`src/hdl/scr_pkg.sv`:
```
package scr_pkg;

    // bus address choice and bit framing
    localparam logic [6:0] SCR_ADDR_STRAP_LOW  = 7'h39;
    localparam logic [6:0] SCR_ADDR_STRAP_HIGH = 7'h3e;
    localparam logic [3:0] SCR_BYTE_BITS       = 4'h8;
    localparam logic [1:0] SCR_STRAP_SETTLE    = 2'h3;
    localparam logic [7:0] SCR_GAP_READ        = 8'hff;
    localparam int         SCR_NREG            = 25;

    // register offsets
    localparam logic [6:0] SCR_OFF_UC_STATUS     = 7'h00;
    localparam logic [6:0] SCR_OFF_UC_SETTINGS   = 7'h01;
    localparam logic [6:0] SCR_OFF_UC_CLOCK      = 7'h02;
    localparam logic [6:0] SCR_OFF_UC_EARLY_HIGH = 7'h03;
    localparam logic [6:0] SCR_OFF_UC_EARLY_LOW  = 7'h04;
    localparam logic [6:0] SCR_OFF_UC_MUTE_HIGH  = 7'h05;
    localparam logic [6:0] SCR_OFF_UC_MUTE_LOW   = 7'h06;
    localparam logic [6:0] SCR_OFF_UC_IO_SLEW    = 7'h07;
    localparam logic [6:0] SCR_OFF_UC_CLOCK_SLEW = 7'h08;
    localparam logic [6:0] SCR_OFF_UC_SYNC_MODE  = 7'h09;
    localparam logic [6:0] SCR_OFF_ANSWER_ONE    = 7'h0a;
    localparam logic [6:0] SCR_OFF_ANSWER_TWO    = 7'h0b;
    localparam logic [6:0] SCR_OFF_ANSWER_THREE  = 7'h0c;
    localparam logic [6:0] SCR_OFF_ANSWER_FOUR   = 7'h0d;
    localparam logic [6:0] SCR_OFF_M1_STATUS     = 7'h10;
    localparam logic [6:0] SCR_OFF_M1_SETTINGS   = 7'h11;
    localparam logic [6:0] SCR_OFF_M1_CLOCK      = 7'h12;
    localparam logic [6:0] SCR_OFF_M1_EARLY_HIGH = 7'h13;
    localparam logic [6:0] SCR_OFF_M1_EARLY_LOW  = 7'h14;
    localparam logic [6:0] SCR_OFF_M1_MUTE_HIGH  = 7'h15;
    localparam logic [6:0] SCR_OFF_M1_MUTE_LOW   = 7'h16;
    localparam logic [6:0] SCR_OFF_MODULE_IO_SLEW    = 7'h17;
    localparam logic [6:0] SCR_OFF_MODULE_CLOCK_SLEW = 7'h18;

    // reset values
    localparam logic [7:0] SCR_RST_ZERO        = 8'h00;
    localparam logic [7:0] SCR_RST_UC_SETTINGS = 8'h60;
    localparam logic [7:0] SCR_RST_M1_SETTINGS = 8'h40;
    localparam logic [7:0] SCR_RST_CLOCK       = 8'h0c;
    localparam logic [7:0] SCR_RST_EARLY_HIGH  = 8'haa;
    localparam logic [7:0] SCR_RST_MUTE_HIGH   = 8'ha4;
    localparam logic [7:0] SCR_RST_MUTE_LOW    = 8'h74;
    localparam logic [7:0] SCR_RST_IO_SLEW     = 8'h80;
    localparam logic [7:0] SCR_RST_CLOCK_SLEW  = 8'ha0;
    localparam logic [7:0] SCR_RST_SYNC_MODE   = 8'h76;

    // status from the card logic, same clock
    typedef struct packed {
        logic [7:0]  uc_status;
        logic [7:0]  m1_status;
        logic        answer_load;
        logic [31:0] answer_bytes;
    } scr_status_s;

    typedef enum logic [8:0] {
        SCR_IDLE      = 9'h001,
        SCR_ADDR      = 9'h002,
        SCR_ACK_ADDR  = 9'h004,
        SCR_REG       = 9'h008,
        SCR_ACK_REG   = 9'h010,
        SCR_WDATA     = 9'h020,
        SCR_ACK_WDATA = 9'h040,
        SCR_RDATA     = 9'h080,
        SCR_RACK      = 9'h100
    } scr_state_e;

    // true for offsets that software may write
    function automatic logic scr_is_rw(input logic [6:0] a);
        return (a >= SCR_OFF_UC_SETTINGS && a <= SCR_OFF_UC_SYNC_MODE) ||
               (a >= SCR_OFF_M1_SETTINGS && a <= SCR_OFF_MODULE_CLOCK_SLEW);
    endfunction : scr_is_rw

    // reset value of the writable store at an offset
    function automatic logic [7:0] scr_reset_val(input logic [6:0] a);
        case (a)
            SCR_OFF_UC_SETTINGS:                  return SCR_RST_UC_SETTINGS;
            SCR_OFF_M1_SETTINGS:                  return SCR_RST_M1_SETTINGS;
            SCR_OFF_UC_CLOCK, SCR_OFF_M1_CLOCK:   return SCR_RST_CLOCK;
            SCR_OFF_UC_EARLY_HIGH, SCR_OFF_M1_EARLY_HIGH: return SCR_RST_EARLY_HIGH;
            SCR_OFF_UC_MUTE_HIGH, SCR_OFF_M1_MUTE_HIGH:   return SCR_RST_MUTE_HIGH;
            SCR_OFF_UC_MUTE_LOW, SCR_OFF_M1_MUTE_LOW:     return SCR_RST_MUTE_LOW;
            SCR_OFF_UC_IO_SLEW, SCR_OFF_MODULE_IO_SLEW:   return SCR_RST_IO_SLEW;
            SCR_OFF_UC_CLOCK_SLEW, SCR_OFF_MODULE_CLOCK_SLEW: return SCR_RST_CLOCK_SLEW;
            SCR_OFF_UC_SYNC_MODE:                 return SCR_RST_SYNC_MODE;
            default:                              return SCR_RST_ZERO;
        endcase
    endfunction : scr_reset_val

endpackage : scr_pkg

```
`src/hdl/scr_regmap.sv`:
```
`timescale 1ns/1ps
module scr_regmap
    import scr_pkg::*;
(
    input  wire logic                       clk,
    input  wire logic                       reset_n,
    input  wire logic                       scl_in,
    input  wire logic                       sda_in,
    output logic                            sda_out,
    output logic                            sda_oe,
    input  wire logic                       address_strap_pin,
    input  wire scr_status_s                status_in,
    output logic [SCR_NREG-1:0][7:0]        register_bank,
    output logic [31:0]                     captured_answer
);

    ////////////////////////////////////////////////////////////////////////
    logic       scl_s1, scl_s2, scl_s3;
    logic       sda_s1, sda_s2, sda_s3;
    logic       strap_s1, strap_s2;
    logic       strap_reg, strap_next;
    logic [1:0] settle_reg, settle_next;
    logic       scl_rise, scl_fall, bus_start, bus_stop;
    logic [6:0] own_addr;

    // pin synchronisers, pure two-stage plus history for edges
    always_ff @(posedge clk) begin
        if (!reset_n) begin
            {scl_s1, scl_s2, scl_s3} <= 3'h7;
            {sda_s1, sda_s2, sda_s3} <= 3'h7;
            {strap_s1, strap_s2}     <= 2'h0;
        end else begin
            {scl_s1, scl_s2, scl_s3} <= {scl_in, scl_s1, scl_s2};
            {sda_s1, sda_s2, sda_s3} <= {sda_in, sda_s1, sda_s2};
            {strap_s1, strap_s2}     <= {address_strap_pin, strap_s1};
        end
    end

    // bus events from the synchronised lines
    assign scl_rise  = scl_s2 & ~scl_s3;
    assign scl_fall  = ~scl_s2 & scl_s3;
    assign bus_start = scl_s2 & scl_s3 & sda_s3 & ~sda_s2;
    assign bus_stop  = scl_s2 & scl_s3 & ~sda_s3 & sda_s2;

    // strap caught once the synchroniser has settled after reset
    always_comb begin
        strap_next  = strap_reg;
        settle_next = settle_reg;
        if (settle_reg != SCR_STRAP_SETTLE) begin
            settle_next = settle_reg + 2'h1;
            strap_next  = strap_s2;
        end
    end

    always_ff @(posedge clk) begin
        if (!reset_n) begin
            strap_reg  <= 1'b0;
            settle_reg <= 2'h0;
        end else begin
            strap_reg  <= strap_next;
            settle_reg <= settle_next;
        end
    end

    assign own_addr = strap_reg ? SCR_ADDR_STRAP_HIGH : SCR_ADDR_STRAP_LOW;

    ////////////////////////////////////////////////////////////////////////
    scr_state_e               state_reg, state_next;
    logic [3:0]               cnt_reg, cnt_next;
    logic [7:0]               shift_reg, shift_next;
    logic [7:0]               tx_reg, tx_next;
    logic [6:0]               ptr_reg, ptr_next;
    logic                     ai_reg, ai_next;
    logic                     dir_reg, dir_next;
    logic                     first_reg, first_next;
    logic                     oe_next;
    logic                     wr_en;
    logic [SCR_NREG-1:0][7:0] bank_next;
    logic [31:0]              answer_next;

    // read data for an offset; gaps give the fill pattern
    function automatic logic [7:0] rd_byte(input logic [6:0] a, input logic [SCR_NREG-1:0][7:0] bank,
                                           input logic [31:0] ans, input scr_status_s st);
        if (a == SCR_OFF_UC_STATUS) begin
            return st.uc_status;
        end else if (a == SCR_OFF_M1_STATUS) begin
            return st.m1_status;
        end else if (a == SCR_OFF_ANSWER_ONE) begin
            return ans[7:0];
        end else if (a == SCR_OFF_ANSWER_TWO) begin
            return ans[15:8];
        end else if (a == SCR_OFF_ANSWER_THREE) begin
            return ans[23:16];
        end else if (a == SCR_OFF_ANSWER_FOUR) begin
            return ans[31:24];
        end else if (scr_is_rw(a)) begin
            return bank[a[4:0]];
        end else begin
            return SCR_GAP_READ;
        end
    endfunction : rd_byte

    // slave sequencer and register store
    always_comb begin
        state_next  = state_reg;
        cnt_next    = cnt_reg;
        shift_next  = shift_reg;
        tx_next     = tx_reg;
        ptr_next    = ptr_reg;
        ai_next     = ai_reg;
        dir_next    = dir_reg;
        first_next  = first_reg;
        oe_next     = sda_oe;
        bank_next   = register_bank;
        answer_next = captured_answer;
        wr_en       = 1'b0;
        if (status_in.answer_load) begin
            answer_next = status_in.answer_bytes;
        end
        if (scl_rise) begin
            shift_next = {shift_reg[6:0], sda_s2};
            cnt_next   = cnt_reg + 4'h1;
        end
        if (bus_start) begin
            state_next = SCR_ADDR;
            cnt_next   = 4'h0;
            oe_next    = 1'b0;
        end else if (bus_stop) begin
            state_next = SCR_IDLE;
            oe_next    = 1'b0;
        end else begin
            case (state_reg)
                SCR_ADDR: begin
                    if (scl_fall && cnt_reg == SCR_BYTE_BITS) begin
                        if (shift_reg[7:1] == own_addr) begin
                            dir_next   = shift_reg[0];
                            oe_next    = 1'b1;
                            state_next = SCR_ACK_ADDR;
                        end else begin
                            state_next = SCR_IDLE;
                        end
                    end
                end
                SCR_ACK_ADDR: begin
                    if (scl_fall) begin
                        cnt_next = 4'h0;
                        if (dir_reg) begin
                            tx_next    = rd_byte(ptr_reg, register_bank, captured_answer, status_in);
                            oe_next    = ~tx_next[7];
                            state_next = SCR_RDATA;
                        end else begin
                            oe_next    = 1'b0;
                            state_next = SCR_REG;
                        end
                    end
                end
                SCR_REG: begin
                    if (scl_fall && cnt_reg == SCR_BYTE_BITS) begin
                        ptr_next   = shift_reg[6:0];
                        ai_next    = shift_reg[7];
                        first_next = 1'b1;
                        oe_next    = 1'b1;
                        state_next = SCR_ACK_REG;
                    end
                end
                SCR_ACK_REG, SCR_ACK_WDATA: begin
                    if (scl_fall) begin
                        oe_next    = 1'b0;
                        cnt_next   = 4'h0;
                        state_next = SCR_WDATA;
                    end
                end
                SCR_WDATA: begin
                    if (scl_fall && cnt_reg == SCR_BYTE_BITS) begin
                        wr_en      = first_reg | ai_reg;
                        ptr_next   = ai_reg ? ptr_reg + 7'h1 : ptr_reg;
                        first_next = 1'b0;
                        oe_next    = 1'b1;
                        state_next = SCR_ACK_WDATA;
                    end
                end
                SCR_RDATA: begin
                    if (scl_fall) begin
                        if (cnt_reg == SCR_BYTE_BITS) begin
                            oe_next    = 1'b0;
                            state_next = SCR_RACK;
                        end else begin
                            tx_next = {tx_reg[6:0], 1'b0};
                            oe_next = ~tx_reg[6];
                        end
                    end
                end
                SCR_RACK: begin
                    if (scl_rise) begin
                        if (sda_s2) begin
                            state_next = SCR_IDLE;
                        end else if (ai_reg) begin
                            ptr_next = ptr_reg + 7'h1;
                        end
                    end else if (scl_fall) begin
                        cnt_next   = 4'h0;
                        tx_next    = rd_byte(ptr_reg, register_bank, captured_answer, status_in);
                        oe_next    = ~tx_next[7];
                        state_next = SCR_RDATA;
                    end
                end
                default: begin
                    oe_next = 1'b0;
                end
            endcase
        end
        for (int i = 0; i < SCR_NREG; i++) begin
            if (wr_en && ptr_reg == 7'(i) && scr_is_rw(7'(i))) begin
                bank_next[i] = shift_reg;
            end
        end
    end

    always_ff @(posedge clk) begin
        if (!reset_n) begin
            state_reg       <= SCR_IDLE;
            cnt_reg         <= 4'h0;
            shift_reg       <= 8'h00;
            tx_reg          <= 8'h00;
            ptr_reg         <= 7'h00;
            ai_reg          <= 1'b0;
            dir_reg         <= 1'b0;
            first_reg       <= 1'b0;
            sda_oe          <= 1'b0;
            sda_out         <= 1'b0;
            captured_answer <= 32'h0000_0000;
            for (int i = 0; i < SCR_NREG; i++) begin
                register_bank[i] <= scr_reset_val(7'(i));
            end
        end else begin
            state_reg       <= state_next;
            cnt_reg         <= cnt_next;
            shift_reg       <= shift_next;
            tx_reg          <= tx_next;
            ptr_reg         <= ptr_next;
            ai_reg          <= ai_next;
            dir_reg         <= dir_next;
            first_reg       <= first_next;
            sda_oe          <= oe_next;
            sda_out         <= 1'b0;
            captured_answer <= answer_next;
            register_bank   <= bank_next;
        end
    end

    logic addr_end;
    assign addr_end = state_reg == SCR_ADDR && scl_fall && cnt_reg == SCR_BYTE_BITS && !bus_start && !bus_stop;
endmodule : scr_regmap

```
`config.mk`:
```
export PLATFORM = sky130hd
export DESIGN_NAME = scr_regmap
export DESIGN_NICKNAME = d
export VERILOG_FILES = /design/src/hdl/scr_pkg.sv /design/src/hdl/scr_regmap.sv
export SDC_FILE = /design/constraint.sdc
export NUM_CORES = 1
export LEC_CHECK = 0
export ABC_AREA = 1
export ABC_CLOCK_PERIOD_IN_PS = 5600
export BUFFER_PORTS_ARGS = -buffer_cell sky130_fd_sc_hd__buf_2
export CAP_MARGIN = 5
export CORE_MARGIN = 1.5
export CORE_UTILIZATION = 58
export DETAILED_ROUTE_END_ITERATION = 16
export GPL_ROUTABILITY_DRIVEN = 0
export GPL_TIMING_DRIVEN = 0
export PLACE_DENSITY = 0.86
export SYNTH_ARGS = -nofsm -noshare
export SYNTH_HDL_FRONTEND = slang
export SYNTH_SLANG_ARGS = --single-unit
```
`constraint.sdc`:
```
create_clock -name clk -period 5.6 [get_ports clk]
set_input_delay 0.84 -clock clk [delete_from_list [all_inputs] [get_ports clk]]
set_output_delay 0.84 -clock clk [all_outputs]
set_load 0.02 [all_outputs]
```
==> metrics.md <==
| Metric | Value |
|---|---|
| EDFF count, synth | `0` |
| Number of distinct library cells after synthesis | `between 40 and 50` |
| I/O Buffers | `approximately 220` |
| Via count normalized by instance count | `between 5 and 6` |
| Number of antenna violations at the first check in global routing | `0` |
| Syn avg cell area | `~6.9 sq um` |
| Number of gates resized after CTS | `0` |
| Area growth, synth to finish | `21.4%` |
| Crit-path cells | `inv_2 > clkbuf_1 > ha_1 > inv_1 > nor3_2 > buf_2 > a21oi_1 > nand2_1 > nand2_1 > nand3_1 > nand3_1 > nand2_1 > nand2_1 > nand2_1 > a21oi_1` |
| Hold Buf Count CTS | `0` |
| Die Area | `roughly 0.020 sq mm` |
| Vias after detailed routing | `12442` |
| First-pass iteration count of the detailed router | `8` |
| Final period util | `a little under three fifths` |
| Overall track demand over capacity in global routing | `a little under two fifths` |
| Result of the run | `finished, final reports clean` |
| Share of post-route cells with drive strength above 1 | `between 20% and 30%` |
| Remaining antenna violation count after routing | `0` |
| Die Ht | `141 um` |
| Buffer levels on the longest clock path | `3` |
| Overall power consumption | `~3.4 mW` |
| Buffers inserted during post-CTS setup optimization | `0` |
| Top flip-flop cell by instance count after synthesis | `dfxtp_1` |
| Average detailed-routed wire length per instance | `~18 um` |
| Netlist Area Pre-Place | `0.0111 sq mm` |
| Largest incremental delay on the critical path | `approximately 660 ps` |
| Slowest stage cell on the critical path | `clkbuf_1` |
| Number of pins with negative max-slew slack in the final report | `0` |
| Cells after synthesis | `around 1600` |
| Via count of the first global-routing pass | `between 10000 and 15000` |
| Number of buffers inserted during clock tree synthesis | `23` |
| Proportion of synthesized chip area in sequential cells | `between 30 and 40%` |
| Total inserted antenna cells | `0` |
| Post-Route Skew | `around 25 ps` |
| Maximum fanout count along the critical path | `11` |
| Horizontal extent of the die | `between 100 and 150 um` |
| Setup repair after global routing missed its margin | `false` |
| Ports | `between 200 and 300` |
| Worst ir drop on vdd | `between 0.0002 and 0.00025 V` |
| Row count | `50` |
| Clock-pin slew reported for the worst setup and hold paths after clock tree synthesis | `roughly 60 ps` |
| HPWL Detailed | `between 20000 and 30000 um` |
| Most used cell, CP | `nand2_1` |
| Pleak | `about 6.5 nW` |
| Total Neg Setup Slack | `0 ps` |
| Type of origin of the critical path | `register` |
| Final layout net count | `1974` |
| Maximum number of pins on one net before global-route repair | `15` |
| Starting utilization of the core area | `59.2%` |
| Leading area contributor after synthesis | `dfxtp_1` |
| Clk sink count | `between 200 and 250` |
| Achievable Freq | `around 0.31 GHz` |
| HP Class | `reg -> reg` |
| Setup crit end kind | `register` |
| Max FFs per register | `136` |
| Placeable core area | `roughly 0.019 sq mm` |
| Clk root buf | `clkbuf_16` |
| # setup viols final | `0` |
| Htree depth | `1` |
| Aggregate global routing overflow | `0` |
| Minimum clock period after layout | `3200 ps` |
| Clock tree from TritonCTS | `built` |
| Number of hold-slack violations in the final timing report | `0` |
| Pwr per Cell Area | `between 200 and 300 mW/mm^2` |
| Worst-case headroom to the max-slew limit | `between 30% and 40%` |
| Tightest Pin Transition | `~930 ps` |
| DRC viols | `0` |
| CP arrival | `3560 ps` |
| MaxCap Viol Count | `0` |
| Aggregate routed wire length | `39200 um` |
| Number of synthesis warnings | `0` |
| Class of the most critical setup path | `reg -> reg` |
| Clk Latency, worst-skew pair | `520 ps` |
| Share of synthesized registers carrying an async set or reset | `0%` |
| First-pass GRT wire length | `between 50000 and 60000 um` |
| Synth top area share | `about two fifths` |
| Data required, critical path | `around 6000 ps` |
| DRC marker count from the first detailed-route iteration | `roughly 1600` |
| #FFs+latches synth | `~220` |
| Cell types with the largest area share after synthesis | `dfxtp_1 (39%), nand2_1 (10%), o21ai_0 (8.8%)` |
[worst max-delay path, delay by kind of cell (launching register included)]
family	cells	cell delay, ps
fa+ha+maj	1	320
compound gates	2	120
buf+inv	4	1240
simple gates	8	1000
flops	1	350
[power breakdown]
part	switching (mW)	total, mW	internal (mW)	leakage, nW
combinational	0.201	0.299	0.0979	4.39
sequential	0.0212	1.60	1.58	1.77
clock	0.632	1.50	0.867	0.363
[stage by stage]
step                cells  area [sq um]  setup slack, ps  hold slack, ps  util [%]
floorplan            1663         11300             3410             390         -
global placement     2119         12800             2690             394      68.0
detailed placement   2119         12800             2640             397      68.0
CTS                  2160         13500             2620             410      71.8
global route         2160         13500             2260             419      71.8
finish               2160         13500             2400             410      71.8
[cells in the mapped netlist (9+ instances only)]
master	n
nand2_1	302
dfxtp_1	218
o21ai_0	196
inv_1	187
a21oi_1	181
nor2_1	132
buf_4	69
nand3_1	61
clkbuf_1	45
o211ai_1	36
buf_2	28
inv_2	15
nand3_2	12
ha_1	10
nor3_1	10
a211oi_1	9
or2_2	9
[final timing paths]
path              startpoint        end  slack, ps  cells past startpoint
setup / recovery  ptr_reg[1]  tx_reg[6]       2400                     15
hold / removal        sda_s1     sda_s2        410                      1
setup reg to reg  ptr_reg[1]  tx_reg[6]       2400                     15
hold reg to reg       sda_s1     sda_s2        410                      1
[cell usage in the layout, fill, tap and decap left out, types with 2 or more instances in the layout]
master / Yosys / final
xor2_1: 4 / 4
nand3_2: 12 / 12
nor3_2: 6 / 6
nor3_1: 10 / 10
o22ai_1: 8 / 8
clkinv_1: 2 / 2
o211ai_1: 36 / 36
nor2_4: 6 / 6
buf_4: 69 / 69
ha_1: 10 / 10
o21ai_0: 196 / 196
inv_1: 187 / 187
or2_0: 2 / 2
clkbuf_16: 0 / 23
clkbuf_1: 45 / 50
nor3_4: 2 / 2
nand2_2: 5 / 5
nand4_1: 5 / 5
nor2_1: 132 / 132
inv_2: 15 / 15
dfxtp_1: 218 / 218
nor2_2: 7 / 7
nand3_1: 61 / 61
a211oi_1: 9 / 9
o21a_1: 8 / 8
conb_1: 1 / 65
buf_6: 2 / 2
nand2_1: 302 / 302
clkinv_2: 0 / 6
or2_2: 9 / 9
clkbuf_8: 0 / 5
a21oi_1: 181 / 181
o21ai_1: 7 / 7
buf_2: 28 / 250
[layout make-up]
cell class / instances / area, sq um
multi-input combinational: 1095 / 5360
tap: 234 / 293
timing repair buffer: 222 / 1110
sequential: 218 / 4360
clock buffer: 33 / 663
fill: 1562 / 5280
clock inverter: 8 / 67.6
buffer: 145 / 853
inverter: 205 / 772
[routing by layer]
metal | GRT usage, % | routed length, um | up-vias
met5 | 0 | 0 | -
met4 | 22.8 | 2830 | 0
met3 | 8.07 | 5350 | 239
met2 | 58.5 | 17100 | 1004
met1 | 47.3 | 13900 | 5512
li1 | - | - | 5687
[cells by family after synthesis]
group           after synthesis  share of synthesized area (%)
compound gates              450                           21.8
xor+xnor                      5                          0.394
fa+ha+maj                    10                           1.13
buf+inv                     350                           14.6
flops                       218                           39.3
other cells                   1                         0.0338
simple gates                565                           22.8
Note: power is estimated with default switching activity, not from simulation.
